<file path="src/spm_consts.svh">
`ifndef SPM_CONSTS_SVH
`define SPM_CONSTS_SVH
`define SPM_A_SCTL  9'h111
`define SPM_A_CTL   9'h112
`define SPM_A_PERL  9'h113
`define SPM_A_PERM  9'h114
`define SPM_A_PERH  9'h115
`define SPM_A_RAL   9'h116
`define SPM_A_RAM   9'h117
`define SPM_A_RAH   9'h118
`define SPM_A_RBL   9'h119
`define SPM_A_RBM   9'h11a
`define SPM_A_RBH   9'h11b
`define SPM_B_SEN   0
`define SPM_B_SLEEP 1
`define SPM_B_THEN  4
`define SPM_B_PKEN  5
`define SPM_B_MGEN  6
`define SPM_B_MEN   0
`define SPM_B_MSEL  3
`define SPM_B_CPLX  7
`define SPM_SCTL_RST 8'h04
`define SPM_PER_RST  24'h00_0080
`define SPM_PER_MIN  24'h00_0080
`define SPM_THR      13'h1000
`define SPM_SMP_W  14
`define SPM_MAG_W  13
`define SPM_RES_W  20
`define SPM_PER_W  24
`define SPM_SUM_W  52
`define SPM_SH_W   92
`define SPM_ITEM_W 99
`endif

</file>
<file path="src/spm_pkg.sv">
package spm_pkg;
`include "spm_consts.svh"
typedef enum logic [1:0] {M_IDLE = 2'b00, M_CA = 2'b01, M_CB = 2'b11, M_PUSH = 2'b10} spm_mst_t;
typedef enum logic [1:0] {C_IDLE = 2'b00, C_DIV = 2'b01, C_ROOT = 2'b11} spm_cst_t;
typedef struct packed {
   spm_cst_t                st;
   logic [5:0]              cnt;
   logic [`SPM_SUM_W-1:0]   num;
   logic [`SPM_PER_W-1:0]   rem;
   logic [`SPM_MAG_W:0]     root;
   logic                    done;
} spm_calc_t;
typedef struct packed {
   logic [1:0][`SPM_ITEM_W-1:0] mem;
   logic                        wp;
   logic                        rp;
   logic [1:0]                  cnt;
} spm_buf_t;
endpackage

</file>
<file path="src/spm_if.sv">
`timescale 1ns/1ns
`include "spm_consts.svh"
interface spm_if;
   logic [`SPM_ITEM_W-1:0] data;
   logic                   valid;
   logic                   ready;
   modport src (output data, output valid, input ready);
   modport snk (input data, input valid, output ready);
endinterface

</file>
<file path="src/spm_buf.sv">
`timescale 1ns/1ns
`include "spm_consts.svh"
module spm_buf import spm_pkg::*; (
   input wire logic clock,
   input wire logic resetn,
   spm_if.snk       up,
   spm_if.src       dn
);
   spm_buf_t s_r;
   spm_buf_t s_nxt;
   logic     push;
   logic     pop;

   assign up.ready = (s_r.cnt != 2'd2);
   assign dn.valid = (s_r.cnt != 2'd0);
   assign dn.data  = s_r.mem[s_r.rp];
   assign push     = up.valid & up.ready;
   assign pop      = dn.valid & dn.ready;

   always_comb begin
      s_nxt = s_r;
      if (push) begin
         s_nxt.mem[s_r.wp] = up.data;
         s_nxt.wp = ~s_r.wp;
      end
      if (pop) begin
         s_nxt.rp = ~s_r.rp;
      end
      if (push && !pop) begin
         s_nxt.cnt = s_r.cnt + 2'd1;
      end else if (pop && !push) begin
         s_nxt.cnt = s_r.cnt - 2'd1;
      end
   end

   always_ff @(posedge clock or negedge resetn) begin
      if (!resetn) begin
         s_r <= '0;
      end else begin
         s_r <= s_nxt;
      end
   end
endmodule // spm_buf

</file>
<file path="src/spm_calc.sv">
`timescale 1ns/1ns
`include "spm_consts.svh"
module spm_calc import spm_pkg::*; (
   input  wire logic                  clock,
   input  wire logic                  resetn,
   input  wire logic                  start,
   input  wire logic [`SPM_SUM_W-1:0] sum,
   input  wire logic [`SPM_PER_W-1:0] per,
   output logic                       done,
   output logic [`SPM_RES_W-1:0]      ms,
   output logic [`SPM_RES_W-1:0]      rms
);
   spm_calc_t             s_r;
   spm_calc_t             s_nxt;
   logic [`SPM_PER_W:0]   rsh;
   logic [`SPM_MAG_W:0]   trial;
   logic [27:0]           sq;
   logic [26:0]           q;

   // Quotient stays in the low bits of num once the divide is over
   assign q    = s_r.num[26:0];
   assign done = s_r.done;
   assign ms   = q[26:7];
   assign rms  = {6'h00, s_r.root};

   always_comb begin
      s_nxt      = s_r;
      s_nxt.done = 1'b0;
      rsh        = {s_r.rem, s_r.num[`SPM_SUM_W-1]};
      trial      = s_r.root | (14'h0001 << s_r.cnt[3:0]);
      sq         = trial * trial;
      unique case (s_r.st)
         C_IDLE: begin
            if (start) begin
               s_nxt.num = sum;
               s_nxt.rem = '0;
               s_nxt.cnt = 6'd51;
               s_nxt.st  = C_DIV;
            end
         end
         C_DIV: begin
            // Restoring divide, one quotient bit per cycle
            if (rsh >= {1'b0, per}) begin
               s_nxt.rem = rsh[`SPM_PER_W-1:0] - per;
               s_nxt.num = {s_r.num[`SPM_SUM_W-2:0], 1'b1};
            end else begin
               s_nxt.rem = rsh[`SPM_PER_W-1:0];
               s_nxt.num = {s_r.num[`SPM_SUM_W-2:0], 1'b0};
            end
            if (s_r.cnt == 6'd0) begin
               s_nxt.st   = C_ROOT;
               s_nxt.cnt  = 6'd13;
               s_nxt.root = '0;
            end else begin
               s_nxt.cnt = s_r.cnt - 6'd1;
            end
         end
         C_ROOT: begin
            if (sq <= {1'b0, q}) begin
               s_nxt.root = trial;
            end
            if (s_r.cnt == 6'd0) begin
               s_nxt.st   = C_IDLE;
               s_nxt.done = 1'b1;
            end else begin
               s_nxt.cnt = s_r.cnt - 6'd1;
            end
         end
      endcase
   end

   always_ff @(posedge clock or negedge resetn) begin
      if (!resetn) begin
         s_r <= '0;
      end else begin
         s_r <= s_nxt;
      end
   end
endmodule // spm_calc

</file>
<file path="src/spm_top.sv">
`timescale 1ns/1ns
`include "spm_consts.svh"
module spm_top import spm_pkg::*; (
   input  wire logic                  clock,
   input  wire logic                  resetn,
   input  wire logic [`SPM_SMP_W-1:0] sample_a,
   input  wire logic [`SPM_SMP_W-1:0] sample_b,
   input  wire logic [8:0]            reg_addr,
   input  wire logic [7:0]            reg_wdata,
   input  wire logic                  reg_wr,
   input  wire logic                  reg_rd,
   output logic [7:0]                 reg_rdata,
   output logic                       monitor_serial_clock,
   output logic                       monitor_serial_data,
   output logic                       monitor_serial_frame
);
   typedef struct packed {
      logic [7:0]              sctl;
      logic [7:0]              ctl;
      logic [`SPM_PER_W-1:0]   per;
      logic [`SPM_RES_W-1:0]   resa;
      logic [`SPM_RES_W-1:0]   resb;
      logic [7:0]              rdata;
      logic [`SPM_PER_W-1:0]   cnt;
      logic [`SPM_SUM_W-1:0]   sqa;
      logic [`SPM_SUM_W-1:0]   sqb;
      logic [`SPM_SUM_W-1:0]   sna;
      logic [`SPM_SUM_W-1:0]   snb;
      logic [`SPM_MAG_W-1:0]   pka;
      logic [`SPM_MAG_W-1:0]   pkb;
      logic [`SPM_MAG_W-1:0]   tha;
      logic [`SPM_MAG_W-1:0]   thb;
      logic [`SPM_MAG_W-1:0]   spa;
      logic [`SPM_MAG_W-1:0]   spb;
      logic [`SPM_MAG_W-1:0]   sta;
      logic [`SPM_MAG_W-1:0]   stb;
      spm_mst_t                mst;
      logic                    go;
      logic [`SPM_RES_W-1:0]   ma;
      logic [`SPM_ITEM_W-1:0]  item;
      logic [`SPM_SH_W-1:0]    sh;
      logic [6:0]              blen;
      logic                    busy;
      logic                    sclk;
      logic                    sdo;
      logic                    frm;
      logic [1:0]              dcnt;
   } spm_top_t;

   spm_top_t                s_r;
   spm_top_t                s_nxt;
   logic                    calc_done;
   logic [`SPM_RES_W-1:0]   calc_ms;
   logic [`SPM_RES_W-1:0]   calc_rms;
   logic [`SPM_RES_W-1:0]   mag_now;
   logic [`SPM_MAG_W-1:0]   mag_a;
   logic [`SPM_MAG_W-1:0]   mag_b;
   logic [25:0]             sq_a;
   logic [25:0]             sq_b;
   logic [26:0]             pw_a;
   logic [26:0]             pw_b;
   logic [`SPM_PER_W-1:0]   per_eff;
   logic                    pend;
   logic                    cplx;
   logic                    pop_rdy;
   logic                    tick;
   logic [1:0]              half;
   logic [`SPM_SH_W-1:0]    sv;
   logic [6:0]              len;

   spm_if push_if ();
   spm_if pop_if ();

   spm_buf u_buf (
      .clock  (clock),
      .resetn (resetn),
      .up     (push_if),
      .dn     (pop_if)
   );

   spm_calc u_calc (
      .clock  (clock),
      .resetn (resetn),
      .start  (s_r.go),
      .sum    ((s_r.mst == M_CA) ? s_r.sna : s_r.snb),
      .per    (per_eff),
      .done   (calc_done),
      .ms     (calc_ms),
      .rms    (calc_rms)
   );

   function automatic logic [`SPM_MAG_W-1:0] mag13(input logic [`SPM_SMP_W-1:0] x);
      logic [`SPM_SMP_W-1:0] a;
      a = x[`SPM_SMP_W-1] ? (~x + 14'h0001) : x;
      // Full negative scale would need a fourteenth bit, so it clamps
      mag13 = a[`SPM_SMP_W-1] ? 13'h1fff : a[`SPM_MAG_W-1:0];
   endfunction

   function automatic logic [`SPM_RES_W-1:0] pick(input logic [7:0] ctl,
                                                  input logic [`SPM_RES_W-1:0] mg,
                                                  input logic [`SPM_MAG_W-1:0] pk,
                                                  input logic [`SPM_MAG_W-1:0] th);
      unique case (ctl[2:1])
         2'b00:   pick = mg;
         2'b01:   pick = {7'h00, pk};
         default: pick = {7'h00, th};
      endcase
   endfunction

   assign cplx     = s_r.ctl[`SPM_B_CPLX];
   assign per_eff  = (s_r.per < `SPM_PER_MIN) ? `SPM_PER_MIN : s_r.per;
   // At or past the end, so a period cut below the running count closes now instead of wrapping
   assign pend     = (s_r.cnt >= per_eff - 24'h00_0001);
   assign mag_a    = mag13(sample_a);
   assign mag_b    = mag13(sample_b);
   assign sq_a     = mag_a * mag_a;
   assign sq_b     = mag_b * mag_b;
   assign pw_a     = cplx ? ({1'b0, sq_a} + {1'b0, sq_b}) : {1'b0, sq_a};
   assign pw_b     = cplx ? pw_a : {1'b0, sq_b};
   // Complex power is always the root; otherwise the select bit decides
   assign mag_now  = (cplx || !s_r.ctl[`SPM_B_MSEL]) ? calc_rms : calc_ms;

   assign half     = (s_r.sctl[3:2] == 2'b11) ? 2'd3 :
                     (s_r.sctl[3:2] == 2'b10) ? 2'd1 : 2'd0;
   assign tick     = (s_r.dcnt == half);
   assign pop_rdy  = tick & ~s_r.sclk & ~s_r.busy & s_r.sctl[`SPM_B_SEN];
   assign pop_if.ready  = pop_rdy;
   assign push_if.valid = (s_r.mst == M_PUSH);
   assign push_if.data  = s_r.item;

   assign reg_rdata            = s_r.rdata;
   assign monitor_serial_clock = s_r.sclk;
   assign monitor_serial_data  = s_r.sdo;
   assign monitor_serial_frame = s_r.frm;

   // Serial word: enabled groups packed back to back, then left justified
   always_comb begin
      sv  = '0;
      len = 7'd0;
      if (s_r.sctl[`SPM_B_MGEN]) begin
         sv  = {sv[51:0], s_r.ma, mag_now};
         len = len + 7'd40;
      end
      if (s_r.sctl[`SPM_B_PKEN]) begin
         sv  = {sv[65:0], s_r.spa, s_r.spb};
         len = len + 7'd26;
      end
      if (s_r.sctl[`SPM_B_THEN]) begin
         sv  = {sv[65:0], s_r.sta, s_r.stb};
         len = len + 7'd26;
      end
      sv = sv << (7'd92 - len);
   end

   always_comb begin
      s_nxt    = s_r;
      s_nxt.go = 1'b0;

      if (reg_wr) begin
         unique case (reg_addr)
            `SPM_A_SCTL: s_nxt.sctl = reg_wdata;
            `SPM_A_CTL:  s_nxt.ctl = reg_wdata;
            `SPM_A_PERL: s_nxt.per[7:0] = reg_wdata;
            `SPM_A_PERM: s_nxt.per[15:8] = reg_wdata;
            `SPM_A_PERH: s_nxt.per[23:16] = reg_wdata;
            default: ;
         endcase
      end

      if (reg_rd) begin
         unique case (reg_addr)
            `SPM_A_SCTL: s_nxt.rdata = s_r.sctl;
            `SPM_A_CTL:  s_nxt.rdata = {s_r.ctl[7], 3'h0, s_r.ctl[3:0]};
            `SPM_A_PERL: s_nxt.rdata = s_r.per[7:0];
            `SPM_A_PERM: s_nxt.rdata = s_r.per[15:8];
            `SPM_A_PERH: s_nxt.rdata = s_r.per[23:16];
            `SPM_A_RAL:  s_nxt.rdata = s_r.resa[7:0];
            `SPM_A_RAM:  s_nxt.rdata = s_r.resa[15:8];
            `SPM_A_RAH:  s_nxt.rdata = {4'h0, s_r.resa[19:16]};
            `SPM_A_RBL:  s_nxt.rdata = s_r.resb[7:0];
            `SPM_A_RBM:  s_nxt.rdata = s_r.resb[15:8];
            `SPM_A_RBH:  s_nxt.rdata = {4'h0, s_r.resb[19:16]};
            default:     s_nxt.rdata = 8'h00;
         endcase
      end

      if (!s_r.ctl[`SPM_B_MEN]) begin
         s_nxt.cnt = '0;
         s_nxt.sqa = '0;
         s_nxt.sqb = '0;
         s_nxt.pka = '0;
         s_nxt.pkb = '0;
         s_nxt.tha = '0;
         s_nxt.thb = '0;
         s_nxt.mst = M_IDLE;
      end else begin
         if (pend && s_r.mst == M_IDLE) begin
            // Close the period with this cycle's sample folded in
            s_nxt.sna = s_r.sqa + {25'h000_0000, pw_a};
            s_nxt.snb = s_r.sqb + {25'h000_0000, pw_b};
            s_nxt.spa = (mag_a > s_r.pka) ? mag_a : s_r.pka;
            s_nxt.spb = (mag_b > s_r.pkb) ? mag_b : s_r.pkb;
            s_nxt.sta = s_r.tha;
            s_nxt.stb = s_r.thb;
            if (mag_a > `SPM_THR && s_r.tha != 13'h1fff) begin
               s_nxt.sta = s_r.tha + 13'h0001;
            end
            if (mag_b > `SPM_THR && s_r.thb != 13'h1fff) begin
               s_nxt.stb = s_r.thb + 13'h0001;
            end
            s_nxt.cnt = '0;
            s_nxt.sqa = '0;
            s_nxt.sqb = '0;
            s_nxt.pka = '0;
            s_nxt.pkb = '0;
            s_nxt.tha = '0;
            s_nxt.thb = '0;
            s_nxt.mst = M_CA;
            s_nxt.go  = 1'b1;
         end else if (!pend) begin
            // A period that ends while the last one is still busy waits here
            s_nxt.cnt = s_r.cnt + 24'h00_0001;
            s_nxt.sqa = s_r.sqa + {25'h000_0000, pw_a};
            s_nxt.sqb = s_r.sqb + {25'h000_0000, pw_b};
            if (mag_a > s_r.pka) begin
               s_nxt.pka = mag_a;
            end
            if (mag_b > s_r.pkb) begin
               s_nxt.pkb = mag_b;
            end
            if (mag_a > `SPM_THR && s_r.tha != 13'h1fff) begin
               s_nxt.tha = s_r.tha + 13'h0001;
            end
            if (mag_b > `SPM_THR && s_r.thb != 13'h1fff) begin
               s_nxt.thb = s_r.thb + 13'h0001;
            end
         end

         unique case (s_r.mst)
            M_IDLE: ;
            M_CA: begin
               if (calc_done) begin
                  s_nxt.ma  = mag_now;
                  s_nxt.mst = M_CB;
                  s_nxt.go  = 1'b1;
               end
            end
            M_CB: begin
               if (calc_done) begin
                  s_nxt.resa = pick(s_r.ctl, s_r.ma, s_r.spa, s_r.sta);
                  s_nxt.resb = pick(s_r.ctl, mag_now, s_r.spb, s_r.stb);
                  s_nxt.item = {len, sv};
                  if (s_r.sctl[`SPM_B_SEN] && len != 7'd0) begin
                     s_nxt.mst = M_PUSH;
                  end else begin
                     s_nxt.mst = M_IDLE;
                  end
               end
            end
            M_PUSH: begin
               if (push_if.ready) begin
                  s_nxt.mst = M_IDLE;
               end
            end
         endcase
      end

      s_nxt.dcnt = tick ? 2'd0 : s_r.dcnt + 2'd1;
      if (tick) begin
         if (s_r.sclk) begin
            // Data moves on the falling edge so it is steady at the rise
            s_nxt.sclk = 1'b0;
            s_nxt.frm  = 1'b0;
            if (s_r.busy) begin
               if (s_r.blen == 7'd1) begin
                  s_nxt.busy = 1'b0;
                  s_nxt.sdo  = 1'b0;
               end else begin
                  s_nxt.sh   = {s_r.sh[`SPM_SH_W-2:0], 1'b0};
                  s_nxt.sdo  = s_r.sh[`SPM_SH_W-2];
                  s_nxt.blen = s_r.blen - 7'd1;
               end
            end
         end else if (s_r.busy) begin
            s_nxt.sclk = 1'b1;
         end else if (pop_rdy && pop_if.valid) begin
            s_nxt.blen = pop_if.data[`SPM_ITEM_W-1:`SPM_SH_W];
            s_nxt.sh   = pop_if.data[`SPM_SH_W-1:0];
            s_nxt.sdo  = pop_if.data[`SPM_SH_W-1];
            s_nxt.frm  = 1'b1;
            s_nxt.busy = 1'b1;
         end else begin
            s_nxt.sclk = ~(s_r.sctl[`SPM_B_SLEEP] & ~pop_if.valid);
         end
      end
   end

   always_ff @(posedge clock or negedge resetn) begin
      if (!resetn) begin
         s_r      <= '0;
         s_r.sctl <= `SPM_SCTL_RST;
         s_r.per  <= `SPM_PER_RST;
      end else begin
         s_r <= s_nxt;
      end
   end
endmodule // spm_top

</file>
<file path="config.mk">
export PLATFORM = sky130hd
export DESIGN_NAME = spm_top
export DESIGN_NICKNAME = d
export VERILOG_FILES = /design/src/spm_pkg.sv /design/src/spm_if.sv /design/src/spm_buf.sv /design/src/spm_calc.sv /design/src/spm_top.sv
export VERILOG_INCLUDE_DIRS = /design/src
export SDC_FILE = /design/constraint.sdc
export NUM_CORES = 2
export LEC_CHECK = 0
export BUFFER_PORTS_ARGS = -buffer_cell sky130_fd_sc_hd__clkbuf_2
export CORE_AREA = 2 2 382 384
export DETAILED_ROUTE_END_ITERATION = 6
export DIE_AREA = 0 0 384 386
export GPL_ROUTABILITY_DRIVEN = 0
export PLACE_DENSITY = 0.65
export SYNTH_ARGS = -nofsm -noshare
export SYNTH_HDL_FRONTEND = slang
export SYNTH_SLANG_ARGS = --single-unit
</file>
<file path="constraint.sdc">
create_clock -name clock -period 20.7 [get_ports clock]
set_clock_uncertainty 0.1 [all_clocks]
set_input_delay 1.035 -clock clock [delete_from_list [all_inputs] [get_ports clock]]
set_output_delay 1.035 -clock clock [all_outputs]
set_load 0.05 [all_outputs]
</file>
==> qor.txt <==
fin nets = 8,440
first-pass GRT wire length = 323,900 µm
sw frac = 0.4955
die height = 386 µm
largest net degree at the start of global routing = 196
critical path class = input port to register
Seq cells post-synth = 945
FILL cells = 13,220
Register-to-Register Path Depth = 33
Max Slew Vio Count = 0
Leak = 36.42 nW
# placed instances = 9,477
Port Buf Inserts = 59
Int Pwr = 6.795 mW
Crit-path slowest cell = a21oi_1
Psw = 6.673 mW
post-cts sizing count = 0
TritonCTS clock tree = built
Storage cell area = 23,660 µm²
total gr overflow = 0
worst hold slack = 0.2163 ns
hold_buf cts = 0
Req. time, crit path = 21.22 ns
CTS H-tree depth = 3
crit path DAT = 12.94 ns
Post-synth EDFFs = 0
RSZ-0062 raised after global routing = false
Post-DP Area = 73,360 µm²
Critical path buffers and inverters = 4
Die ar. = 148,200 µm²
initial antenna violation count = 1
synth-to-layout area growth = 7.398%
Layout Cells excl Fill = 9,663
CP top delay family = simple AND/OR/NAND/NOR gates
sequential share of power = 0.144
Period Utilization, post-route = 0.6004
FP Rows = 140
via count = 57,950
Clock Latency Late Sink = 0.73 ns
Setup violations, final = 0
post-CTS setup buffers = 0
multi-input logic area = 43,840 µm²
most used cell, CP = fa_1
Hold Fails Final Rpt = 0
most frequent cells in the layout = 938 x dfrtp_1, 876 x nand2_1, 635 x inv_1
Avg Inst Size Synth = 9.104 µm²
final core occ = 0.5316
DR WL/cell = 21.10 µm
Synth top area share = 0.3299
DRT iter0 DRCs = 5,159
leading cell type in the layout, fill and taps excluded = dfrtp_1
Initial Util = 0.4950
Hold WC Path Type = input port to async pin
Worst Max-Slew Pin Slew = 1.294 ns
Clk pwr share = 0.140
nature of the critical path endpoint = register
power density over cell area = 175.3 nW/µm²
vias in the first global route = 57,020
hpwl dp = 149,200 µm
Clock Pin Slew Worst Setup and Hold Paths = 0.06 ns
CP Launch Type = input port
Slew headroom = 0.1151
number of max-cap violations = 0
CTS Root Cell = clkbuf_16
clock sinks = 945
Gate power share = 0.716
Max Fclk = 80.47 MHz
Peak supply drop = 0.0006203 V
cell taking the most area after synthesis = dfrtp_1
Syn. warnings = 0
total power = 13.47 mW
iteration count of the initial detailed-routing pass = 6
Antenna Nets Post-Route = 0
synth top area cells = dfrtp_1 33%, fa_1 8.7%, ha_1 7.3%
final instance area = 76,830 µm²
Crit path depth = 40
GRT Util Overall = 0.2744
Die W = 384 µm
Most used DFF post-synth = dfrtp_1
Place WS = 7.719 ns
Synth Cell Area = 71,540 µm²
area of the core = 144,500 µm²
Seq/Total Area, Yosys = 0.3306
layout cells sized above 1 = 0.1066
Mapped Cells = 7,858
outcome = finished, final reports clean
final WL = 203,900 µm
CTS Buffer Depth = 3
Final min period = 12.43 ns
Max stage delay on crit path = 0.91 ns
DRC Markers = 0
post-route setup TNS = 0 ns
# IOs = 60
vias per inst = 5.997
Num CTS Buffers = 101
final setup margin = 8.272 ns
Crit Path Max Fanout = 13
Async S/R FF share, synth = 1.000
Yosys cell types = 95
==> path summary, 6_finish.rpt <==
path                                      from             end  slack, ns
worst max-delay path               sample_b[2]        s_r[377]       8.27
worst min-delay path                    resetn         s_r[34]       0.22
worst max register to register  u_calc.s_r[91]  u_calc.rms[12]      10.55
worst min register to register        s_r[422]        s_r[422]       0.37
max in group asynchronous               resetn   u_calc.ms[13]      16.31
min in group clock                    s_r[422]        s_r[422]       0.37
==> sequential cells by signal, indices dropped and copies added, names as in the netlist, 8 cells and up <==
| signal | flops |
|---|---|
| push_if.data | 98 |
| reg_rdata | 8 |
| s_r | 536 |
| u_buf.s_r | 200 |
| u_calc.ms | 20 |
| u_calc.rms | 14 |
| u_calc.rsh | 25 |
| u_calc.s_r | 32 |
==> synthesized netlist by cell type, types with 79 or more instances <==
cell type,n
xor2_1,85
fa_1,312
inv_1,636
dfrtp_1,943
a21oi_1,431
nand2_1,877
xnor2_1,191
nand3_1,132
a22o_1,111
mux2i_1,280
nor2_1,619
a21o_1,115
o21ai_0,628
o21ai_1,79
ha_1,416
mux2_2,390
clkbuf_1,349
==> kinds of logic after synthesis <==
family / Yosys count / share of synthesized area
flops: 945 / 0.3306
other cells: 1 / 0.00005242
xor+xnor: 276 / 0.03379
compound gates: 2012 / 0.1757
simple gates: 2088 / 0.1290
fa+ha+maj: 728 / 0.1601
mux: 707 / 0.1122
buf+inv: 1101 / 0.05859
==> area by class of cell <==
class | count | area share
flip-flops and latches | 945 | 0.3079
clock buffers | 146 | 0.03902
repair buffers | 147 | 0.01306
inverters | 655 | 0.03203
multi-input cells | 5813 | 0.5706
clock inverters | 39 | 0.006058
well taps | 1917 | 0.03122
diodes | 1 | 0.00003257
==> power by group through the flow <==
stage,combinational [mW],sequential [mW],clock (mW)
2_1_floorplan,7.18,1.96,0
3_3_place_gp,9.23,1.97,0
3_5_place_dp,9.45,1.98,0
4_1_cts,9.53,1.94,1.91
5_1_grt,10.7,1.95,1.99
6_report,9.64,1.94,1.88
==> per-layer routing <==
metal	track usage	part of all wire	vias to the layer above	wire [µm]
li1	-	-	27000	-
met1	0.3685	0.43	28550	87230
met2	0.4456	0.47	1950	95080
met3	0.04172	0.062	451	12630
met4	0.1087	0.044	2	8968
met5	0	0.000064	-	13
Power figures use the tool's default switching activity.
